--- src/include/regacc_pkg.sv ---
// Package for the process-image register access block.
// Assumes one 50 MHz clock and a three-byte process image channel.
package regacc_pkg;

    // ==========================================================
    // Control byte layout
    localparam int CTRL_REG_BIT   = 7;
    localparam int CTRL_WRITE_BIT = 6;
    localparam int INDEX_WIDTH    = 6;
    localparam int REG_COUNT      = 64;

    // ==========================================================
    // Register indices
    localparam logic [5:0] IDX_RAW_VALUE    = 6'h00;
    localparam logic [5:0] IDX_DIAG_STATUS  = 6'h06;
    localparam logic [5:0] IDX_HW_VERSION   = 6'h10;
    localparam logic [5:0] IDX_HW_OFFSET    = 6'h11;
    localparam logic [5:0] IDX_HW_GAIN      = 6'h12;
    localparam logic [5:0] IDX_MAKER_OFFSET = 6'h13;
    localparam logic [5:0] IDX_MAKER_SCALE  = 6'h14;
    localparam logic [5:0] IDX_REF_GAIN     = 6'h15;
    localparam logic [5:0] IDX_UNLOCK_CODE  = 6'h1f;
    localparam logic [5:0] IDX_TYPE_LAST    = 6'h2e;

    // ==========================================================
    // Reset values and codes
    localparam logic [15:0] UNLOCK_VALUE       = 16'h1235;
    localparam logic [15:0] RST_HW_VERSION     = 16'h0000;
    localparam logic [15:0] RST_HW_OFFSET      = 16'h0000;
    localparam logic [15:0] RST_HW_GAIN        = 16'h0000;
    localparam logic [15:0] RST_MAKER_OFFSET   = 16'h0000;
    localparam logic [15:0] RST_MAKER_SCALE    = 16'h00a0;
    localparam logic [15:0] RST_REF_GAIN       = 16'h0000;
    localparam logic [15:0] RST_UNLOCK_CODE    = 16'h0000;

    // ==========================================================
    // One logical channel: control or status byte then two data bytes.
    typedef struct packed {
        logic [7:0] data_high;
        logic [7:0] data_low;
        logic [7:0] ctrl;
    } channel_type;

endpackage

--- src/core/process_image_register_access.sv ---
// Register access path of a two-channel input terminal over the process
// image. Assumes the controller presents one output channel per cycle,
// synchronous to clk.
`timescale 1ns/100ps
`default_nettype none

module process_image_register_access (
    // Clock and reset
    input  wire logic                  clk,
    input  wire logic                  reset_n,
    // Process image from the controller
    input  wire regacc_pkg::channel_type out_image,
    input  wire logic                  out_valid,
    // Process image back to the controller
    output var  regacc_pkg::channel_type in_image,
    output logic                       in_valid,
    // Measurement side
    input  wire logic [15:0]           raw_value,
    input  wire logic [7:0]            terminal_status,
    input  wire logic [15:0]           process_data,
    input  wire logic                  maker_scaling_enable,
    // Parameters seen by the measurement path
    output logic [15:0]                hw_offset_trim,
    output logic [15:0]                hw_gain_trim,
    output logic [15:0]                maker_offset_eff,
    output logic [15:0]                maker_scale_eff,
    output logic [15:0]                ref_gain,
    output logic                       params_unlocked
);
    import regacc_pkg::*;

    // ==========================================================
    // Reset synchroniser
    // Assertion is immediate; release is retimed so that every register
    // leaves reset on the same edge, never half a cycle apart.
    logic rst_meta_q;
    logic rst_sync_q;
    always_ff @(posedge clk or negedge reset_n) begin
        if (!reset_n) begin
            rst_meta_q <= 1'b0;
            rst_sync_q <= 1'b0;
        end else begin
            rst_meta_q <= 1'b1;
            rst_sync_q <= rst_meta_q;
        end
    end
    wire rst_n = rst_sync_q;

    // ==========================================================
    // Control byte decode
    wire       reg_mode  = out_image.ctrl[CTRL_REG_BIT];
    wire       write_req = out_image.ctrl[CTRL_WRITE_BIT];
    wire [5:0] index     = out_image.ctrl[INDEX_WIDTH-1:0];
    wire [15:0] wdata    = {out_image.data_high, out_image.data_low};
    wire       access    = out_valid && reg_mode;
    wire       do_write  = access && write_req;
    wire       do_read   = access && !write_req;

    // ==========================================================
    // Parameter storage
    logic [15:0] hw_version_q;
    logic [15:0] hw_offset_q;
    logic [15:0] hw_gain_q;
    logic [15:0] maker_offset_q;
    logic [15:0] maker_scale_q;
    logic [15:0] ref_gain_q;
    logic [15:0] code_q;

    wire unlocked    = (code_q == UNLOCK_VALUE);
    // Only parameter writes check the code; the code register itself is open.
    wire param_write = do_write && unlocked;
    wire wr_version  = param_write && (index == IDX_HW_VERSION);
    wire wr_offset   = param_write && (index == IDX_HW_OFFSET);
    wire wr_gain     = param_write && (index == IDX_HW_GAIN);
    wire wr_moffset  = param_write && (index == IDX_MAKER_OFFSET);
    wire wr_mscale   = param_write && (index == IDX_MAKER_SCALE);
    wire wr_refgain  = param_write && (index == IDX_REF_GAIN);
    wire wr_code     = do_write && (index == IDX_UNLOCK_CODE);

    always_ff @(posedge clk or negedge rst_n) begin
        if (!rst_n) begin
            hw_version_q   <= RST_HW_VERSION;
            hw_offset_q    <= RST_HW_OFFSET;
            hw_gain_q      <= RST_HW_GAIN;
            maker_offset_q <= RST_MAKER_OFFSET;
            maker_scale_q  <= RST_MAKER_SCALE;
            ref_gain_q     <= RST_REF_GAIN;
            code_q         <= RST_UNLOCK_CODE;
        end else begin
            if (wr_version) hw_version_q <= wdata;
            if (wr_offset)  hw_offset_q <= wdata;
            if (wr_gain)    hw_gain_q <= wdata;
            if (wr_moffset) maker_offset_q <= wdata;
            if (wr_mscale)  maker_scale_q <= wdata;
            if (wr_refgain) ref_gain_q <= wdata;
            if (wr_code)    code_q <= wdata;
        end
    end

    // ==========================================================
    // Read multiplexer
    wire [15:0] code_view = unlocked ? code_q : 16'h0000;
    wire [15:0] diag_word = {8'h00, terminal_status};
    logic [15:0] rdata;
    always_comb begin
        if (index == IDX_RAW_VALUE)          rdata = raw_value;
        else if (index == IDX_DIAG_STATUS)   rdata = diag_word;
        else if (index == IDX_HW_VERSION)    rdata = hw_version_q;
        else if (index == IDX_HW_OFFSET)     rdata = hw_offset_q;
        else if (index == IDX_HW_GAIN)       rdata = hw_gain_q;
        else if (index == IDX_MAKER_OFFSET)  rdata = maker_offset_q;
        else if (index == IDX_MAKER_SCALE)   rdata = maker_scale_q;
        else if (index == IDX_REF_GAIN)      rdata = ref_gain_q;
        else if (index == IDX_UNLOCK_CODE)   rdata = code_view;
        else                                 rdata = 16'h0000;
    end

    // ==========================================================
    // Answer channel: status echoes the control byte on completion.
    channel_type answer;
    always_comb begin
        if (!reg_mode) begin
            answer.ctrl      = out_image.ctrl;
            answer.data_low  = process_data[7:0];
            answer.data_high = process_data[15:8];
        end else if (write_req) begin
            answer.ctrl      = out_image.ctrl;
            answer.data_low  = 8'h00;
            answer.data_high = 8'h00;
        end else begin
            answer.ctrl      = out_image.ctrl;
            answer.data_low  = rdata[7:0];
            answer.data_high = rdata[15:8];
        end
    end

    always_ff @(posedge clk or negedge rst_n) begin
        if (!rst_n) begin
            in_image <= '0;
            in_valid <= 1'b0;
        end else begin
            in_valid <= out_valid;
            if (out_valid) in_image <= answer;
        end
    end

    // ==========================================================
    // Parameters to the measurement path; maker line applies only when
    // enabled, otherwise identity values so the path needs no extra mux.
    assign hw_offset_trim   = hw_offset_q;
    assign hw_gain_trim     = hw_gain_q;
    assign maker_offset_eff = maker_scaling_enable ? maker_offset_q
                                                   : 16'h0000;
    assign maker_scale_eff  = maker_scaling_enable ? maker_scale_q
                                                   : 16'h0100;
    assign ref_gain         = ref_gain_q;
    assign params_unlocked  = unlocked;

    // ==========================================================
    // Assertion helpers
    // Every stored word in one vector, so a single $stable covers them all.
    wire [95:0]  param_bank = {hw_version_q, hw_offset_q, hw_gain_q,
                               maker_offset_q, maker_scale_q, ref_gain_q};
    wire [111:0] store_bank = {param_bank, code_q};

    // ==========================================================
    // Assertions: code word and write protection
    a_unlock_code: assert property (
        @(posedge clk) disable iff (!rst_n)
        wr_code && wdata == UNLOCK_VALUE |=> params_unlocked)
        else $error("code word did not unlock");

    a_relock_code: assert property (
        @(posedge clk) disable iff (!rst_n)
        wr_code && wdata != UNLOCK_VALUE |=> !params_unlocked)
        else $error("other value did not relock");

    a_code_write: assert property (
        @(posedge clk) disable iff (!rst_n)
        wr_code |=> code_q == $past(wdata))
        else $error("code word register not written");

    a_code_readback: assert property (
        @(posedge clk) disable iff (!rst_n)
        do_read && index == IDX_UNLOCK_CODE |=>
        {in_image.data_high, in_image.data_low} ==
        ($past(unlocked) ? UNLOCK_VALUE : 16'h0000))
        else $error("code word readback wrong");

    a_locked_zero: assert property (
        @(posedge clk) disable iff (!rst_n)
        do_read && index == IDX_UNLOCK_CODE && !unlocked |=>
        {in_image.data_high, in_image.data_low} == 16'h0000)
        else $error("locked code word not read as zero");

    a_locked_hold: assert property (
        @(posedge clk) disable iff (!rst_n)
        do_write && !unlocked && index == IDX_MAKER_SCALE |=>
        $stable(maker_scale_q))
        else $error("protected register changed");

    a_locked_params: assert property (
        @(posedge clk) disable iff (!rst_n)
        do_write && !unlocked && index >= IDX_HW_VERSION &&
        index <= IDX_REF_GAIN |=> $stable(param_bank))
        else $error("protected parameter area changed");

    // ==========================================================
    // Assertions: answer channel
    a_status_echo: assert property (
        @(posedge clk) disable iff (!rst_n)
        access |=> in_valid && in_image.ctrl == $past(out_image.ctrl))
        else $error("status byte does not echo control");

    a_answer_pulse: assert property (
        @(posedge clk) disable iff (!rst_n)
        !out_valid |=> !in_valid)
        else $error("answer valid without a request");

    a_answer_hold: assert property (
        @(posedge clk) disable iff (!rst_n)
        !out_valid |=> $stable(in_image))
        else $error("answer changed without a request");

    a_write_ack: assert property (
        @(posedge clk) disable iff (!rst_n)
        do_write |=> in_image.data_high == 8'h00 &&
        in_image.data_low == 8'h00)
        else $error("write acknowledge data not zero");

    a_ack_regbit: assert property (
        @(posedge clk) disable iff (!rst_n)
        do_write |=> in_image.ctrl[CTRL_REG_BIT] &&
        in_image.ctrl[INDEX_WIDTH-1:0] == $past(index))
        else $error("write acknowledge lacks index or register bit");

    a_process_pass: assert property (
        @(posedge clk) disable iff (!rst_n)
        out_valid && !reg_mode |=>
        {in_image.data_high, in_image.data_low} == $past(process_data))
        else $error("process data not passed");

    a_no_access: assert property (
        @(posedge clk) disable iff (!rst_n)
        out_valid && !reg_mode |=> $stable(store_bank))
        else $error("process transfer changed a register");

    a_read_nochange: assert property (
        @(posedge clk) disable iff (!rst_n)
        do_read |=> $stable(store_bank))
        else $error("register read changed a register");

    a_raw_read: assert property (
        @(posedge clk) disable iff (!rst_n)
        do_read && index == IDX_RAW_VALUE |=>
        {in_image.data_high, in_image.data_low} == $past(raw_value))
        else $error("raw value readback wrong");

    a_diag_read: assert property (
        @(posedge clk) disable iff (!rst_n)
        do_read && index == IDX_DIAG_STATUS |=>
        {in_image.data_high, in_image.data_low} ==
        {8'h00, $past(terminal_status)})
        else $error("diagnostic readback wrong");

    a_unimpl_zero: assert property (
        @(posedge clk) disable iff (!rst_n)
        do_read && index > IDX_TYPE_LAST |=>
        {in_image.data_high, in_image.data_low} == 16'h0000)
        else $error("unimplemented index not zero");

    // ==========================================================
    // Assertions: parameter storage
    a_version_write: assert property (
        @(posedge clk) disable iff (!rst_n)
        do_write && unlocked && index == IDX_HW_VERSION |=>
        hw_version_q == $past(wdata))
        else $error("hardware version not written");

    a_offset_write: assert property (
        @(posedge clk) disable iff (!rst_n)
        do_write && unlocked && index == IDX_HW_OFFSET |=>
        hw_offset_trim == $past(wdata))
        else $error("hardware offset not written");

    a_gain_write: assert property (
        @(posedge clk) disable iff (!rst_n)
        do_write && unlocked && index == IDX_HW_GAIN |=>
        hw_gain_trim == $past(wdata))
        else $error("hardware gain not written");

    a_maker_offset_write: assert property (
        @(posedge clk) disable iff (!rst_n)
        do_write && unlocked && index == IDX_MAKER_OFFSET |=>
        maker_offset_q == $past(wdata))
        else $error("maker offset not written");

    a_maker_scale_write: assert property (
        @(posedge clk) disable iff (!rst_n)
        do_write && unlocked && index == IDX_MAKER_SCALE |=>
        maker_scale_q == $past(wdata))
        else $error("maker scale not written");

    a_ref_gain_write: assert property (
        @(posedge clk) disable iff (!rst_n)
        do_write && unlocked && index == IDX_REF_GAIN |=>
        ref_gain == $past(wdata))
        else $error("reference gain not written");

    a_maker_identity: assert property (
        @(posedge clk) disable iff (!rst_n)
        !maker_scaling_enable |->
        maker_offset_eff == 16'h0000 && maker_scale_eff == 16'h0100)
        else $error("disabled maker line not identity");

    a_maker_pass: assert property (
        @(posedge clk) disable iff (!rst_n)
        maker_scaling_enable |->
        maker_offset_eff == maker_offset_q &&
        maker_scale_eff == maker_scale_q)
        else $error("enabled maker line not applied");

    // ==========================================================
    // Cover points
    c_unlock: cover property (@(posedge clk) disable iff (!rst_n)
        wr_code && wdata == UNLOCK_VALUE);
    c_param_write: cover property (@(posedge clk) disable iff (!rst_n)
        wr_mscale);
    c_locked_write: cover property (@(posedge clk) disable iff (!rst_n)
        do_write && !unlocked && index == IDX_HW_OFFSET);
    c_read: cover property (@(posedge clk) disable iff (!rst_n) do_read);
    c_process: cover property (@(posedge clk) disable iff (!rst_n)
        out_valid && !reg_mode);

endmodule // process_image_register_access

`default_nettype wire

--- config.mk ---
export PLATFORM = sky130hd
export DESIGN_NAME = process_image_register_access
export DESIGN_NICKNAME = d
export VERILOG_FILES = /design/src/include/regacc_pkg.sv /design/src/core/process_image_register_access.sv
export SDC_FILE = /design/constraint.sdc
export NUM_CORES = 1
export LEC_CHECK = 0
export BUFFER_PORTS_ARGS = -buffer_cell sky130_fd_sc_hd__buf_2
export CAP_MARGIN = 20
export CORE_MARGIN = 2
export CORE_UTILIZATION = 45
export CTS_CLUSTER_DIAMETER = 150
export DETAILED_ROUTE_END_ITERATION = 8
export PLACE_DENSITY = 0.78
export SETUP_SLACK_MARGIN = 0.2
export SLEW_MARGIN = 20
export SYNTH_ARGS = -nofsm -noshare
export SYNTH_HDL_FRONTEND = slang
export SYNTH_SLANG_ARGS = --single-unit
--- constraint.sdc ---
create_clock -name clk -period 9.2 [get_ports clk]
set_clock_uncertainty 0.1 [all_clocks]
set_input_delay 1.84 -clock clk [delete_from_list [all_inputs] [get_ports clk]]
set_output_delay 1.84 -clock clk [all_outputs]
set_load 0.01 [all_outputs]
Word level (Yosys, flattened, before mapping)

Index checks and enable logic that the tools add are counted.

Eq/ne operators: 9
$add $sub $neg: 0
Bitwise logic cells: 0
Order comparisons: 0
Div/mod/pow operators: 0
Multiplexer cells: 14
Reductions and logical operators: 11
Shifts and indexed selects: 0
Multiply operators: 0

Operators with widths:

| cell                                            | count |
|---|---|
| two-way mux 16 bit                              | 12 |
| two-way mux 24 bit                              | 2 |
| == test 6 x 5 -> 1 bit, second input constant   | 7 |
| == test 16 x 13 -> 1 bit, second input constant | 1 |
| logical AND 1 bit                               | 10 |
| == test 6 x 3 -> 1 bit, second input constant   | 1 |
| logical NOT 6 bit                               | 1 |

Latch bits: 0
RAM bits: 0
Logic and storage cells: 47
Memory bits (read-only): 0
Bits in registers: 139
Output and inout port bits: 106
Memories: 0
Input bits: 68

Logic depth before layout (Yosys ltp)

Gate-level depths: netlist of the first run.

Depth after elaboration: 13
Depth in mapped cells: 9
Depth with buffers taken out: 5

Worst setup path before layout of the first run

OpenSTA, ideal clock, no wires.

Kind: input -> output
From: in maker_scaling_enable
To: out maker_offset_eff[10]
Stages: 2
Path slack: 5.052 ns
Data arrival time: 2.208 ns
Buffers on the path: 1
Cells stage by stage: clkbuf_1 -> and2_1

Longest elaborated chain between the ends: 1

RTL lines:

| element            | line                                 | text |
|---|---|---|
| start: declaration | process_image_register_access.sv:21  | `input wire logic maker_scaling_enable,` |
| two-way mux 16 bit | process_image_register_access.sv:152 | `assign maker_offset_eff = maker_scaling_enable ? maker_offset_q` |
| end: declaration   | process_image_register_access.sv:25  | `output logic [15:0] maker_offset_eff,` |

No other way between the ends.

Worst setup path after layout of the first run

From: in maker_scaling_enable
To: out maker_scale_eff[8]

Longest elaborated chain between the ends: 1

RTL lines:

| element            | line                                 | text |
|---|---|---|
| two-way mux 16 bit | process_image_register_access.sv:154 | `assign maker_scale_eff = maker_scaling_enable ? maker_scale_q` |
| end: declaration   | process_image_register_access.sv:26  | `output logic [15:0] maker_scale_eff,` |

No other way between the ends.

==> results.json, run 1 <==
{
  "outcome": "complete, no violations",
  "peakVddDrop_mv": 0.1239,
  "die_w_um": 128.9,
  "drive_gt1_share_pct": 46.84,
  "drtPass1Iterations": 5,
  "cts_buffers": 17,
  "ant_nets": 0,
  "gp_congestion": 0.8670,
  "grt_overflow": 0,
  "grt_pass1_wl_mm": 30.06,
  "syn_avg_cell_area_um2": 11.89,
  "ys_warn_count": 0,
  "cts_max_level": 4,
  "synth_edf_count": 0,
  "multiInputGateArea_um2": 3259,
  "clk_path_buf_depth": 2,
  "clock-root-buffer": "clkbuf_16",
  "first_iter_violations": 420,
  "synth_area_um2": 7014,
  "clk_pin_slew_worst_paths_ns": 0.06,
  "cts_hold_buffers": 0,
  "final_core_util_pct": 55.60,
  "wl_per_cell_um": 20.95,
  "n_fill_cell": 1312,
  "clk_latency_ns": 0.43,
  "synth-simple-area-share_pct": 12.81,
  "synth_xor_area_share_pct": 0.1249,
  "antenna_found_initial": 2,
  "cts_tree": "built",
  "rsz0062_at_grt": "false",
  "numPortBuffers": 173,
  "period_minus_slack_ns": 4.569,
  "holdCritPathClass": "reg2reg",
  "end_kind": "output port",
  "nets": 815,
  "max_slew_margin_pct": 24.39,
  "via_per_inst": 5.739,
  "dieHeight_um": 128.9,
  "ys_types": 54,
  "max_freq_ghz": 0.2189,
  "synth_seq_cells": 139,
  "die_area_um2": 16600,
  "syn_to_final_growth_pct": 20.50,
  "fin_crit_sh_pct": 49.66,
  "drv_slew": 0,
  "start_util_pct": 46.14,
  "setup_violations": 0,
  "place.detailed.hpwl_mm": 14.33,
  "synth_compound_area_share_pct": 10.67,
  "hold_viol": 0,
  "pin_count": 174,
  "drc": 0,
  "crit_path_start_kind": "input pin",
  "power_density_nw_per_um2": 161.3,
  "p_leak_nw": 4.280,
  "critPathMaxFanout": 32,
  "worst_slew_pin_slew_ns": 1.133,
  "muxShareOfSynthArea_pct": 22.81,
  "postCtsSetupBuffers": 0,
  "arrival_ns": 2.63,
  "cap_violations": 0,
  "synth_top_family_by_area": "multiplexers",
  "regArea_um2": 3485,
  "core_um2": 15200,
  "yosys_most_used_dff": "dfrtp_1",
  "wl_mm": 19.88,
  "ys_seq_area_share_pct": 49.63,
  "critical_path_class": "in2out",
  "syn_nets": 658,
  "vias": 5446,
  "cp.required_ns": 7.26,
  "grt_max_degree": 73,
  "synthArstFlopShare_pct": 100.0,
  "syn-instance-count": 590,
  "grt_use_total_pct": 24.45,
  "cts.sinks": 139,
  "fin_setup_tns_ns": 0,
  "synthAdderAreaFrac_pct": 0,
  "rows": 45,
  "cts_resized": 0,
  "grt_pass1_vias": 5241
}
## path summary, 6_finish.rpt
kind | slack [ns] | to | cells after the start | from
min reg2reg | 0.25 | rst_n | 0 | rst_meta_q
min | 0.25 | rst_n | 0 | rst_meta_q
min in group asynchronous | 0.35 | hw_gain_trim[2] | 0 | rst_n
max | 4.63 | maker_scale_eff[8] | 3 | maker_scaling_enable
max in group asynchronous | 7.19 | hw_version_q[4] | 1 | rst_n
max reg2reg | 6.06 | hw_gain_trim[11] | 5 | code_q[13]
## layout make-up
class                      instances  share of cell area, %
tap                              188                  2.783
clock inverter                    12                  1.110
multi-input combinational        403                  38.56
inverter                           9                 0.3997
antenna                            1                0.02961
clock buffer                      20                  5.285
timing repair buffer             177                  10.60
sequential                       139                  41.23
## where the power goes
group          switching (mW)  internal [mW]  total (mW)
Sequential             0.0131          0.626       0.639
Combinational          0.0620         0.0394       0.101
Clock                   0.269          0.353       0.623
Total                   0.344           1.02        1.36
## synth_stat cells, drive strengths merged (2+ instances only)
cell	count	share of area (%)
buf	24	2.6
a22o	3	0.37
inv	9	0.48
o2bb2ai	2	0.25
a211o	6	0.75
nand2	18	0.96
a21oi	41	2.9
a22oi	14	1.5
or3	9	0.80
o21ai	13	0.93
a32oi	4	0.50
clkbuf	15	0.80
nor2b	6	0.54
nand4	2	0.18
mux4	3	0.96
mux2	131	22
and4bb	2	0.36
nor4b	3	0.46
o221ai	4	0.50
dfrtp	137	49
a311o	2	0.29
nand3b	11	1.2
dfstp	2	0.75
o22ai	8	0.71
nand2b	15	1.3
nor4bb	2	0.29
or2	2	0.18
nor3	3	0.37
and2	34	3.0
nand3	8	0.57
a2111oi	6	0.93
a311oi	4	0.50
nor2	36	2.2
mux2i	2	0.29
## metrics by stage
stage	std cells	instance area, µm²	hold slack (ns)	setup slack [ns]	power [mW]
2_1_floorplan	590	7014	0.2312	4.944	0.7026
3_3_place_gp	916	7909	0.2378	4.657	0.7498
3_5_place_dp	916	7909	0.2396	4.583	0.7521
4_1_cts	948	8449	0.2522	4.648	1.374
5_1_grt	949	8452	0.2694	4.586	1.415
6_report	949	8452	0.2471	4.631	1.363
## state kept, by name (all words and copies together), names as in the netlist
| register | flops |
|---|---|
| code_q | 16 |
| hw_gain_trim | 16 |
| hw_offset_trim | 16 |
| hw_version_q | 16 |
| in_image | 24 |
| in_valid | 1 |
| maker_offset_q | 16 |
| maker_scale_q | 16 |
| ref_gain | 16 |
| rst_meta_q | 1 |
| rst_n | 1 |
## worst max-delay path, stage by stage
cell and delay (ns):
buf_2 0.42, nand2b_1 0.18, buf_2 0.18
## kinds of logic after synthesis
kind of cell	Yosys count
compound gates	111
xor+xnor	1
buf+inv	48
flops	139
mux	136
other cells	1
simple gates	154
## cells in the final DEF, fill, tap and decap left out, types with 4 or more instances in the layout
| master | n |
|---|---|
| and2_1 | 33 |
| dfrtp_1 | 136 |
| nor2_2 | 5 |
| nand2_1 | 18 |
| o22ai_1 | 8 |
| buf_4 | 4 |
| a311oi_1 | 4 |
| mux2_2 | 121 |
| nor2_1 | 30 |
| o21ai_0 | 13 |
| a32oi_1 | 4 |
| a21oi_1 | 41 |
| nand2b_1 | 15 |
| clkbuf_16 | 17 |
| nand3b_1 | 11 |
| or3_1 | 9 |
| clkinv_4 | 5 |
| a211o_1 | 6 |
| nand3_1 | 8 |
| mux2_4 | 10 |
| a22oi_1 | 14 |
| a2111oi_0 | 4 |
| nor2b_1 | 6 |
| inv_1 | 9 |
| buf_2 | 173 |
| o221ai_1 | 4 |
## layer usage
metal	up-vias	track usage [%]	routed length [µm]
li1	2475	-	-
met1	2723	33.04	8689
met2	216	38.69	9490
met3	30	5.904	1278
met4	2	8.696	410
met5	-	0	13
(Power assumes the default switching activity.)
==> run 2: changes to the inputs <==
ABC_AREA = 1   (was default)
clock period = 4.6 ns   (was 9.2 ns; I/O delays follow)
==> results.json, run 2 <==
{
  "outcome": "complete, no violations",
  "critPathMaxFanout": 30,
  "clk_pin_slew_worst_paths_ns": 0.05,
  "first_iter_violations": 573,
  "syn_avg_cell_area_um2": 8.007,
  "clk_path_buf_depth": 2,
  "yosys_most_used_dff": "dfrtp_1",
  "holdCritPathClass": "in2async",
  "grt_pass1_wl_mm": 30.82,
  "synth_seq_cells": 139,
  "ant_nets": 0,
  "dieHeight_um": 128.2,
  "syn_nets": 935,
  "top_register": "in_image",
  "p_leak_nw": 4.673,
  "cap_violations": 0,
  "syn-instance-count": 867,
  "numPortBuffers": 173,
  "antenna_found_initial": 0,
  "drive_gt1_share_pct": 24.20,
  "drv_slew": 0,
  "synth_area_leaders": "dfrtp_1, nand2_1, inv_1",
  "place_ws_ns": 1.268,
  "hold_viol": 0,
  "dpl.cell_count": 1193,
  "arrival_ns": 3.10,
  "synth_area_um2": 6942,
  "period_minus_slack_ns": 2.896,
  "via_per_inst": 5.146,
  "path_cells": "buf_2, nor2_1, nand2_4, nor2_8, inv_2, nor2_2, mux2_2",
  "synth_common_cells": "nand2_1, dfrtp_1, inv_1, o21ai_0, a21oi_1",
  "slowest_delay_ns": 0.77,
  "yosysTopAreaCellShare_pct": 49.39,
  "final_core_util_pct": 55.62,
  "power_density_nw_per_um2": 329.5,
  "cts_hold_buffers": 0,
  "wl_per_cell_um": 16.40,
  "cp.required_ns": 4.80,
  "yosysMostFrequentCell": "nand2_1",
  "final_cell_mix": "nand2_1, buf_2, inv_1, dfrtp_1, o21ai_0",
  "cp.buffers_inverters": 2,
  "cts_max_level": 4,
  "ys_warn_count": 0,
  "worst_slew_pin_slew_ns": 1.056,
  "setup_violations": 0,
  "layout.cells.non_filler": 1225,
  "grt_max_degree": 75,
  "setup_ws_ns": 1.704,
  "fin_crit_sh_pct": 62.95,
  "path_delay_family": "simple AND/OR/NAND/NOR gates",
  "max_slew_margin_pct": 29.40,
  "peakVddDrop_mv": 0.2536,
  "vias": 6304,
  "largest_reg_flops": 24,
  "yosys.area.top_type": "dfrtp_1",
  "die_w_um": 128.2,
  "postCtsSetupBuffers": 0,
  "rows": 45,
  "start_util_pct": 45.83,
  "drc": 0,
  "max_freq_ghz": 0.3453,
  "n_fill_cell": 1373,
  "ys_seq_area_share_pct": 50.14,
  "rsz0062_at_grt": "false",
  "finalPower_mw": 2.776,
  "end_kind": "flip-flop",
  "place.detailed.hpwl_mm": 14.37,
  "synthArstFlopShare_pct": 100.0,
  "pin_count": 174,
  "grt_use_total_pct": 24.75,
  "fin_setup_tns_ns": 0,
  "cts_buffers": 17,
  "drtPass1Iterations": 7,
  "ys_types": 27,
  "critical_path_class": "in2reg",
  "layout_commonest_cell": "nand2_1",
  "cts.sinks": 139,
  "grt_pass1_vias": 5918,
  "nets": 1092,
  "cts_tree": "built",
  "grt_overflow": 0,
  "wl_mm": 20.09,
  "syn_to_final_growth_pct": 21.36,
  "clk_latency_ns": 0.42,
  "die_area_um2": 16440,
  "critPathSlowestCell": "nor2_2",
  "crit_path_start_kind": "input pin",
  "gp_congestion": 0.9075,
  "synth_edf_count": 0,
  "core_um2": 15150,
  "clock-root-buffer": "clkbuf_16",
  "rrSetupSlack_ns": 1.87,
  "num_antenna_cells": 0,
  "cts_resized": 0
}
## run 2: cell types whose count changed after synthesis, sizes merged, moves of 11 or more
cell,previous run,this run
nand2b,15,0
a22oi,14,0
o21ai,13,104
and2,34,0
nand3b,11,0
mux2,131,31
a21oi,41,58
nand2,18,272
nor2,36,57
inv,9,139
## run 2: routing by layer
| metal | routed length [µm] | part of all wire [%] | GRT usage, % |
|---|---|---|---|
| met1 | 8661 | 43 | 33.67 |
| met2 | 9438 | 47 | 38.33 |
| met3 | 1367 | 6.8 | 5.509 |
| met4 | 618 | 3.1 | 10.54 |
| met5 | 0 | 0 | 0 |
## run 2: worst reg2reg max path, delay by kind of cell (launching register included)
kind	cells	cell delay [ns]
muxes	1	0.42
and+or+nand+nor	5	1.73
DFF	1	0.37
## run 2: report_power, final
| group | internal, mW | total (mW) | switching, mW |
|---|---|---|---|
| combinational | 0.0768 | 0.222 | 0.145 |
| sequential | 1.25 | 1.28 | 0.0237 |
| clock | 0.781 | 1.28 | 0.498 |
| total | 2.11 | 2.78 | 0.666 |
## run 2: worst paths after layout
kind / startpoint / end / depth (start not counted)
worst max-delay path: out_image[3] / hw_gain_trim[9] / 7
worst min register to register: rst_meta_q / rst_n / 0
worst min-delay path: reset_n / rst_n / 1
max in group asynchronous: rst_n / maker_scale_q[5] / 1
min in group clk: rst_meta_q / rst_n / 0
worst max register to register: code_q[6] / hw_gain_trim[9] / 6
## run 2: kinds of logic after synthesis
family                 after synthesis  synth area share, %
other                                1              0.05402
and+or+nand+nor                    349                21.59
AOI/OAI and AO/OA                  172                12.87
DFF                                139                50.14
buffers and inverters              175                10.31
muxes                               31                5.029
## run 2: layout make-up
type / instances / area [µm²] / share of cell area [%]
Tap cell: 188 / 235.2 / 2.792
Clock inverter: 8 / 70.07 / 0.8317
Clock buffer: 24 / 481.7 / 5.718
Timing Repair Buffer: 174 / 885.9 / 10.52
Inverter: 139 / 521.8 / 6.193
Sequential cell: 139 / 3485 / 41.36
Multi-Input combinational cell: 553 / 2745 / 32.59
## run 2: per-stage QoR
step | cell area (µm²) | hold WS [ns]
3_3_place_gp | 7873 | 0.2405
2_1_floorplan | 6942 | 0.2312
3_5_place_dp | 7873 | 0.2498
6_report | 8424 | 0.1764
5_1_grt | 8424 | 0.1724
4_1_cts | 8424 | 0.1659
==> run 3: changes to the inputs <==
PLACE_DENSITY = 0.81   (was 0.78)
clock period = 2.6 ns   (was 4.6 ns; I/O delays follow)
==> results.json, run 3 (synthesized netlist as in run 2, its figures left out) <==
{
  "outcome": "complete, no violations",
  "rr_endpoint": "ref_gain[2]",
  "grt_pass1_wl_mm": 32.98,
  "wl_mm": 21.34,
  "stdcell_area_um2": 8633,
  "nets": 1112,
  "antenna_found_initial": 0,
  "critical_path_class": "reg2out",
  "critPathMaxFanout": 2,
  "pin_count": 174,
  "cp.required_ns": 1.98,
  "drive_gt1_share_pct": 25.92,
  "clk_pin_slew_worst_paths_ns": 0.06,
  "cts_buffers": 17,
  "max_slew_margin_pct": 56.30,
  "grt_max_degree": 43,
  "syn_to_final_growth_pct": 24.37,
  "clock-root-buffer": "clkbuf_16",
  "setup_violations": 0,
  "die_w_um": 128.2,
  "period_minus_slack_ns": 2.198,
  "clk_latency_ns": 0.43,
  "power_frac_clock_pct": 48.0,
  "end_kind": "output port",
  "final_core_util_pct": 57.00,
  "cap_violations": 0,
  "rows": 45,
  "cts_tree": "built",
  "dieHeight_um": 128.2,
  "detailed_place.area_um2": 8015,
  "via_per_inst": 5.219,
  "fin_setup_tns_ns": 0,
  "grt_pass1_vias": 6089,
  "top_register": "in_image",
  "grt_use_total_pct": 26.63,
  "arrival_ns": 1.58,
  "largest_reg_flops": 24,
  "p_seq_share_pct": 44.0,
  "finalPower_mw": 5.129,
  "grt_overflow": 0,
  "internal_power_mw": 3.892,
  "wl_per_cell_um": 17.14,
  "setup_ws_ns": 0.4019,
  "cts.sinks": 139,
  "max_freq_ghz": 0.4549,
  "first_iter_violations": 560,
  "swShare_pct": 24.12,
  "clk_path_buf_depth": 2,
  "p_sw_mw": 1.237,
  "fin_crit_sh_pct": 84.54,
  "comb_power_share_pct": 8.0,
  "holdCritPathClass": "reg2async",
  "ant_nets": 0,
  "rsz0062_at_grt": "false",
  "place.detailed.hpwl_mm": 15.71,
  "num_antenna_cells": 0,
  "cts_max_level": 4,
  "vias": 6498,
  "worst-r2r-cell-count": 6,
  "drtPass1Iterations": 5,
  "peakVddDrop_mv": 0.5240,
  "numPortBuffers": 173,
  "hold_viol": 0,
  "crit_path_start_kind": "flip-flop",
  "drc": 0,
  "die_area_um2": 16440,
  "gp_congestion": 0.9953,
  "layout_commonest_cell": "nand2_1",
  "final_cell_mix": "nand2_1, buf_2, inv_1, dfrtp_1, o21ai_0",
  "core_um2": 15150,
  "drv_slew": 0,
  "place_ws_ns": 0.1540,
  "rrSetupSlack_ns": 0.47,
  "power_density_nw_per_um2": 594.1,
  "start_util_pct": 45.83,
  "worstReg2RegStart": "code_q[6]",
  "p_leak_nw": 4.794,
  "worst_slew_pin_slew_ns": 0.6532
}
## run 3: timing repair
action,CTS,global route
endpoints found under the hold margin,2,0
endpoints found under the setup margin,0,0
hold buffers,1,0
gates resized for setup,0,0
buffers inserted,0,0
## run 3: critical path, cell delays in order, from the launching register on
cell     delay (ns)
dfrtp_1        0.37
nor2_1         0.12
nand2_1        0.11
nor4_4         0.34
buf_2          0.21
## run 3: per-layer routing
| metal | wire length (µm) | track usage, % |
|---|---|---|
| met5 | 0 | 0 |
| met4 | 613 | 10.47 |
| met3 | 1752 | 6.761 |
| met2 | 10100 | 41.46 |
| met1 | 8874 | 35.81 |
## run 3: worst max-delay path by stage
stage	from	endpoint	slack, ns
global placement	out_image[3]	in_image[8]	0.22
detailed placement	out_image[3]	in_image[12]	0.15
CTS	code_q[6]	params_unlocked	0.37
floorplan	code_q[6]	maker_scale_q[10]	0.61
finish	code_q[6]	params_unlocked	0.40
global route	code_q[6]	params_unlocked	0.26
## run 3: cell type report
type	instances	area [µm²]
clock buffers	22	494.2
clock inverters	10	113.9
fillers	1332	6513
inverters	139	521.8
multi-input cells	553	2745
flip-flops and latches	139	3485
well taps	188	235.2
repair buffers	194	1039
## run 3: per-stage QoR
stage               instances  hold WS (ns)
global route             1245        0.2646
floorplan                 867        0.1244
finish                   1245        0.2227
CTS                      1245        0.2474
detailed placement       1212        0.2053
global placement         1212        0.2081
## run 3: power groups by stage
stage / Combinational (mW) / Clock (mW) / Sequential (mW)
2_1_floorplan: 0.159 / 0 / 2.32
5_1_grt: 0.453 / 2.58 / 2.26
3_3_place_gp: 0.400 / 0 / 2.29
6_report: 0.411 / 2.46 / 2.26
4_1_cts: 0.412 / 2.47 / 2.26
3_5_place_dp: 0.407 / 0 / 2.29
